**src/design/alu_pkg.sv**
```systemverilog
package alu_pkg;

    // ------------------------------------------------------------
    // Widths and reset values
    // ------------------------------------------------------------
    localparam int          DATA_W    = 8;
    localparam int          ADDR_W    = 8;
    localparam int          NIBBLE_W  = 4;
    localparam logic [7:0]  ACCUMULATOR_RESET = 8'h00;
    localparam logic [7:0]  ZERO_BYTE = 8'h00;

    // ------------------------------------------------------------
    // Operation codes
    // ------------------------------------------------------------
    typedef enum logic [2:0] {
        OP_NONE            = 3'h0,
        OP_ADD_TO_MEMORY   = 3'h1,
        OP_AND_FROM_MEMORY = 3'h3,
        OP_AND_IMMEDIATE   = 3'h2,
        OP_AND_TO_MEMORY   = 3'h6
    } alu_op_e;

    // ------------------------------------------------------------
    // Carriers
    // ------------------------------------------------------------
    typedef struct packed {
        logic                valid;
        alu_op_e             op;
        logic [ADDR_W-1:0]   addr;
        logic [DATA_W-1:0]   mem_data;
        logic [DATA_W-1:0]   imm;
    } alu_req_s;

    // Bit order: overflow, zero, aux carry, carry, signed compare
    typedef struct packed {
        logic overflow_flag;
        logic zero_flag;
        logic aux_carry_flag;
        logic carry_flag;
        logic signed_compare_flag;
    } flags_s;

    typedef struct packed {
        flags_s val;
        flags_s en;
    } flag_upd_s;

    typedef struct packed {
        logic                we;
        logic [ADDR_W-1:0]   addr;
        logic [DATA_W-1:0]   data;
    } mem_wr_s;

    localparam flags_s FLAG_EN_NONE = flags_s'(5'h00);
    localparam flags_s FLAG_EN_ZERO = flags_s'(5'h08);
    localparam flags_s FLAG_EN_ALL  = flags_s'(5'h1f);

endpackage : alu_pkg

```
**src/design/alu_add_flags.sv**
```systemverilog
module alu_add_flags
    import alu_pkg::*;
#(
    parameter int W   = DATA_W,
    parameter int NIB = NIBBLE_W
) (
    input  wire logic [W-1:0] a,
    input  wire logic [W-1:0] b,
    output logic      [W-1:0] sum,
    output flags_s            flags
);

    logic [W:0]   full;
    logic [NIB:0] low;

    // ------------------------------------------------------------
    // Sum with carry out of the low nibble and of the top bit
    // ------------------------------------------------------------
    always_comb begin
        full  = {1'b0, a} + {1'b0, b};
        low   = {1'b0, a[NIB-1:0]} + {1'b0, b[NIB-1:0]};
        sum   = full[W-1:0];
        flags.overflow_flag  = (a[W-1] == b[W-1]) && (sum[W-1] != a[W-1]);
        flags.zero_flag      = (sum == '0);
        flags.aux_carry_flag = low[NIB];
        flags.carry_flag     = full[W];
        flags.signed_compare_flag = flags.overflow_flag ^ sum[W-1];
    end

endmodule : alu_add_flags

```
**src/design/alu_datapath.sv**
```systemverilog
// Functional notes
// RQ1: Add-to-memory adds accumulator and memory byte, updates all five flags.
// RQ2: Add-to-memory sum goes back to same address; accumulator unchanged.
// RQ3: AND-from-memory loads accumulator AND memory byte; only zero flag.
// RQ4: AND-immediate loads accumulator AND immediate; only zero flag updated.
// RQ5: AND-to-memory computes memory byte AND accumulator.
// RQ6: AND-to-memory result is written to memory, not the accumulator.
// RQ7: AND-to-memory updates zero flag from result; other flags untouched.
module alu_datapath
    import alu_pkg::*;
(
    input  wire logic              clk,
    input  wire logic              rst_n,
    input  wire alu_req_s          req,
    input  wire logic              accumulator_load_valid,
    input  wire logic [DATA_W-1:0] accumulator_load_data,
    output logic      [DATA_W-1:0] accumulator,
    output mem_wr_s                mem_wr,
    output flag_upd_s              flag_upd,
    output logic                   done
);

    // ------------------------------------------------------------
    // Operand decode
    // ------------------------------------------------------------
    function automatic logic is_op(input alu_req_s r, input alu_op_e o);
        return r.valid && (r.op == o);
    endfunction : is_op

    logic [DATA_W-1:0] add_sum;
    flags_s            add_flags;
    logic [DATA_W-1:0] and_mem;
    logic [DATA_W-1:0] and_imm;

    alu_add_flags #(
        .W   (DATA_W),
        .NIB (NIBBLE_W)
    ) u_add (
        .a     (accumulator),
        .b     (req.mem_data),
        .sum   (add_sum),
        .flags (add_flags)
    );

    always_comb begin
        and_mem = accumulator & req.mem_data;
        and_imm = accumulator & req.imm;
    end

    // ------------------------------------------------------------
    // Next-state computation
    // ------------------------------------------------------------
    logic [DATA_W-1:0] next_accumulator;
    mem_wr_s           next_mem_wr;
    flag_upd_s         next_flag_upd;
    logic              next_done;

    always_comb begin
        next_accumulator  = accumulator;
        next_mem_wr.we    = 1'b0;
        next_mem_wr.addr  = req.addr;
        next_mem_wr.data  = ZERO_BYTE;
        next_flag_upd.val = FLAG_EN_NONE;
        next_flag_upd.en  = FLAG_EN_NONE;
        next_done         = 1'b0;
        if (is_op(req, OP_ADD_TO_MEMORY)) begin
            next_mem_wr.we    = 1'b1;                        // RQ2
            next_mem_wr.data  = add_sum;                     // RQ1
            next_flag_upd.val = add_flags;                   // RQ1
            next_flag_upd.en  = FLAG_EN_ALL;                 // RQ1
            next_done         = 1'b1;
        end else if (is_op(req, OP_AND_FROM_MEMORY)) begin
            next_accumulator  = and_mem;                     // RQ3
            next_flag_upd.val.zero_flag = (and_mem == '0);   // RQ3
            next_flag_upd.en  = FLAG_EN_ZERO;                // RQ3
            next_done         = 1'b1;
        end else if (is_op(req, OP_AND_IMMEDIATE)) begin
            next_accumulator  = and_imm;                     // RQ4
            next_flag_upd.val.zero_flag = (and_imm == '0);   // RQ4
            next_flag_upd.en  = FLAG_EN_ZERO;                // RQ4
            next_done         = 1'b1;
        end else if (is_op(req, OP_AND_TO_MEMORY)) begin
            next_mem_wr.we    = 1'b1;                        // RQ6
            next_mem_wr.data  = and_mem;                     // RQ5
            next_flag_upd.val.zero_flag = (and_mem == '0);   // RQ7
            next_flag_upd.en  = FLAG_EN_ZERO;                // RQ7
            next_done         = 1'b1;
        end else if (accumulator_load_valid) begin
            // Loads from other instructions only when no defined op is issued
            next_accumulator  = accumulator_load_data;
        end
    end

    // ------------------------------------------------------------
    // Registers
    // ------------------------------------------------------------
    always_ff @(posedge clk) begin
        if (!rst_n) begin
            accumulator       <= ACCUMULATOR_RESET;
            mem_wr.we         <= 1'b0;
            mem_wr.addr       <= '0;
            mem_wr.data       <= ZERO_BYTE;
            flag_upd          <= '0;
            done              <= 1'b0;
        end else begin
            accumulator       <= next_accumulator;
            mem_wr            <= next_mem_wr;
            flag_upd          <= next_flag_upd;
            done              <= next_done;
        end
    end
endmodule : alu_datapath

```
**config.mk**
```make
export PLATFORM = sky130hd
export DESIGN_NAME = alu_datapath
export DESIGN_NICKNAME = d
export VERILOG_FILES = /design/src/design/alu_pkg.sv /design/src/design/alu_add_flags.sv /design/src/design/alu_datapath.sv
export SDC_FILE = /design/constraint.sdc
export NUM_CORES = 1
export LEC_CHECK = 0
export BUFFER_PORTS_ARGS = -buffer_cell sky130_fd_sc_hd__buf_4
export CORE_MARGIN = 5
export CORE_UTILIZATION = 49
export CTS_BUF_LIST = sky130_fd_sc_hd__clkbuf_4 sky130_fd_sc_hd__clkbuf_8
export DETAILED_ROUTE_END_ITERATION = 8
export GPL_ROUTABILITY_DRIVEN = 0
export PLACE_DENSITY = 0.82
export SLEW_MARGIN = 20
export SYNTH_ARGS = -nofsm -noshare
export SYNTH_HDL_FRONTEND = slang
export SYNTH_SLANG_ARGS = --single-unit
```
**constraint.sdc**
```tcl
create_clock -name clk -period 2.5 [get_ports clk]
set_input_delay 0.5 -clock clk [delete_from_list [all_inputs] [get_ports clk]]
set_output_delay 0.5 -clock clk [all_outputs]
set_load 0.01 [all_outputs]
```
==> impl_metrics.py <==
metrics = {
    "timing": {
        "slew_headroom_pct": 64.78,
        "max_freq_mhz": 436.8,
        "hold_viol_final": 0,
        "finClkSkew_ns": 0.01975,
        "fin_crit_sh_pct": 91.58,
        "setup_viol": 0,
        "fin_crit_ns": 2.290,
        "rsz0062_at_grt": "no",
        "setup-tns-final_ns": 0,
        "maxSlewViolCount": 0,
        "worst_pin_slew_ns": 0.5282,
    },
    "synthesis": {
        "synth-main-ff-cell": "dfxtp_1",
        "seq_area_frac_synth_pct": 36.76,
        "synth_warnings": 0,
        "synth_edf_count": 0,
        "syn_area_um2": 1743,
        "muxShareOfSynthArea_pct": 4.594,
        "synthDistinctLibCells": 48,
        "synthSimpleGateAreaFrac_pct": 21.82,
        "synth-xor-area-share_pct": 2.441,
        "synthCells": 189,
        "synth_top_family_by_area": "simple AND/OR/NAND/NOR gates",
        "synthAdderAreaFrac_pct": 6.892,
        "synth_nets": 237,
        "synth-seq-cells": 32,
        "avgSynthCellArea_um2": 9.222,
        "async_flop_share_pct": 0,
        "synth_compound_area_share_pct": 21.75,
    },
    "cts": {
        "clk_latency_ns": 0.34,
        "cts-root-buf": "clkbuf_4",
        "cts_buffers": 5,
        "path_clk_slew_ns": 0.10,
        "htreeDepth": 2,
        "clockBufferDepth": 2,
        "cts_resized": 0,
        "cts_setup_buffers": 0,
        "cts_sinks": 32,
        "cts_hold_buffers": 0,
        "cts_tree": "yes",
    },
    "worst_setup_path": {
        "critical_path_required_ns": 2.74,
        "endpoint_kind": "register",
        "path_cells": "ha_1, inv_1, fa_1, nor2b_1, o31a_1, o31a_2, nor3_2, o41ai_2",
        "critPathKind": "register to register",
        "start_kind": "register",
        "max_stage_delay_ns": 0.44,
        "cp_slowest_cell": "dfxtp_1",
        "crit_path_max_fanout": 5,
        "crit_arrival_ns": 2.53,
    },
    "global_route": {
        "grt_pass1_vias": 1546,
        "antenna_found_initial": 0,
        "track_usage_pct": 18.76,
        "grt_max_degree": 23,
        "grt_pass1_wl_um": 7355,
        "overflow": 0,
    },
    "power_and_ir_drop": {
        "power_density_nw_per_um2": 517.7,
        "leakagePower_uw": 0.001137,
        "p_total_uw": 1229,
        "irDropWorstVdd_mv": 0.3316,
    },
    "layout": {
        "instances_no_fill": 306,
        "antennaDiodeCount": 0,
        "final_common_cell": "buf_4",
        "postLayoutCoreUtil_pct": 70.03,
        "nets": 307,
        "syn2layout_area_growth_pct": 36.18,
        "mostFrequentLayoutCells": "buf_4 (75), dfxtp_1 (32), o21ai_0 (17), nand2_1 (13), a21oi_1 (13)",
        "final_layout_size_suffix_gt1_share_pct": 35.77,
    },
    "floorplan": {
        "die_h_um": 69.64,
        "die_w_um": 69.64,
        "die_area_um2": 4850,
        "io_pins": 75,
        "rows": 21,
        "start_util_pct": 51.42,
        "core_um2": 3390,
    },
    "drt": {
        "viasPerCell": 5.369,
        "ant_nets": 0,
        "dr.pass1.iters": 4,
        "post_drt_wl_per_cell_um": 14.78,
        "wl_um": 4524,
        "drt_iter0_drc": 87,
        "drc": 0,
        "vias": 1643,
    },
    "outcome": {
        "status": "completed",
    },
    "worst_hold_path": {
        "hold_path.class": "input pin to register",
    },
    "place": {
        "placedCellCount": 298,
        "port_buffers": 74,
        "dp_hpwl_um": 3486,
    },
    "flow_run": {
        "drv_cap": 0,
    },
}
Yosys cell counts (2+ instances only):
master    instances  area share (%)
dfxtp_1          32              37
o21ai_0          17             4.9
a21oi_1          13             3.7
nand2_1          13             2.8
nor2b_1          10             3.6
and3b_1           9             4.5
and2_1            8             2.9
ha_1              8             5.7
inv_1             8             1.7
mux2i_1           8             4.6
nor2_1            6             1.3
clkbuf_1          5             1.1
a22o_1            4             2.0
buf_4             4             1.7
nor3_1            3            0.86
a211oi_1          2            0.86
a21o_1            2            0.86
a22o_2            2             1.1
buf_2             2            0.57
nand3b_1          2            0.86
nor4_1            2            0.72
o21a_1            2            0.86
xnor2_1           2             1.0
worst max-delay path, delay by kind of cell, from the launching register on:
kind            cells  cell delay [ns]
compound gates      3             0.73
simple gates        2             0.24
buf+inv             1             0.10
flops               1             0.44
fa+ha+maj           2             0.69
path summary, 6_finish.rpt:
check	startpoint	endpoint	slack, ns	cells past startpoint
max	accumulator[0]$_SDFFE_PN0P_	flag_upd[8]$_SDFF_PN0_	0.21	8
min	req[23]	mem_wr[15]$_SDFF_PN0_	0.37	2
max reg2reg	accumulator[0]$_SDFFE_PN0P_	flag_upd[8]$_SDFF_PN0_	0.21	8
min reg2reg	accumulator[6]$_SDFFE_PN0P_	accumulator[6]$_SDFFE_PN0P_	0.58	2
layout make-up:
cell class	count	area, um^2
well taps	46	57.56
repair buffers	75	563.0
multi-input cells	137	1002
clock buffers	5	37.54
flip-flops and latches	32	640.6
inverters	8	30.03
clock inverters	3	42.54
fillers	310	1016
layer usage:
layer	GRT usage [%]	vias to the layer above	wire (um)
met5	0	-	0
met4	5.106	0	40
met3	6.812	4	368
met2	31.14	61	2188
met1	22.86	763	1928
li1	-	815	-
where the power goes:
group,internal [uW],switching [uW],total [uW]
logic,149,137,286
registers,531,17.4,548
clock network,208,186,395
cell families after synthesis:
| kind of cell | count (synthesis) |
|---|---|
| and+or+nand+nor | 61 |
| AOI/OAI and AO/OA | 55 |
| DFF | 32 |
| buffers and inverters | 20 |
| adders and majority gates | 9 |
| muxes | 8 |
| xor gates and xnor gates | 4 |
per-stage QoR:
step                setup WS, ns  hold slack [ns]  area, um^2
detailed placement        0.1423           0.5675        2293
global route              0.1201           0.3508        2374
finish                    0.2105           0.3659        2374
global placement          0.2393           0.5581        2293
CTS                       0.2450           0.3537        2374
floorplan                 0.4321           0.5712        1743
sequential cells by signal, indices dropped and copies added, names as in the netlist:
register     cells
mem_wr          17
flag_upd         7
accumulator      8
(Power assumes the default switching activity.)
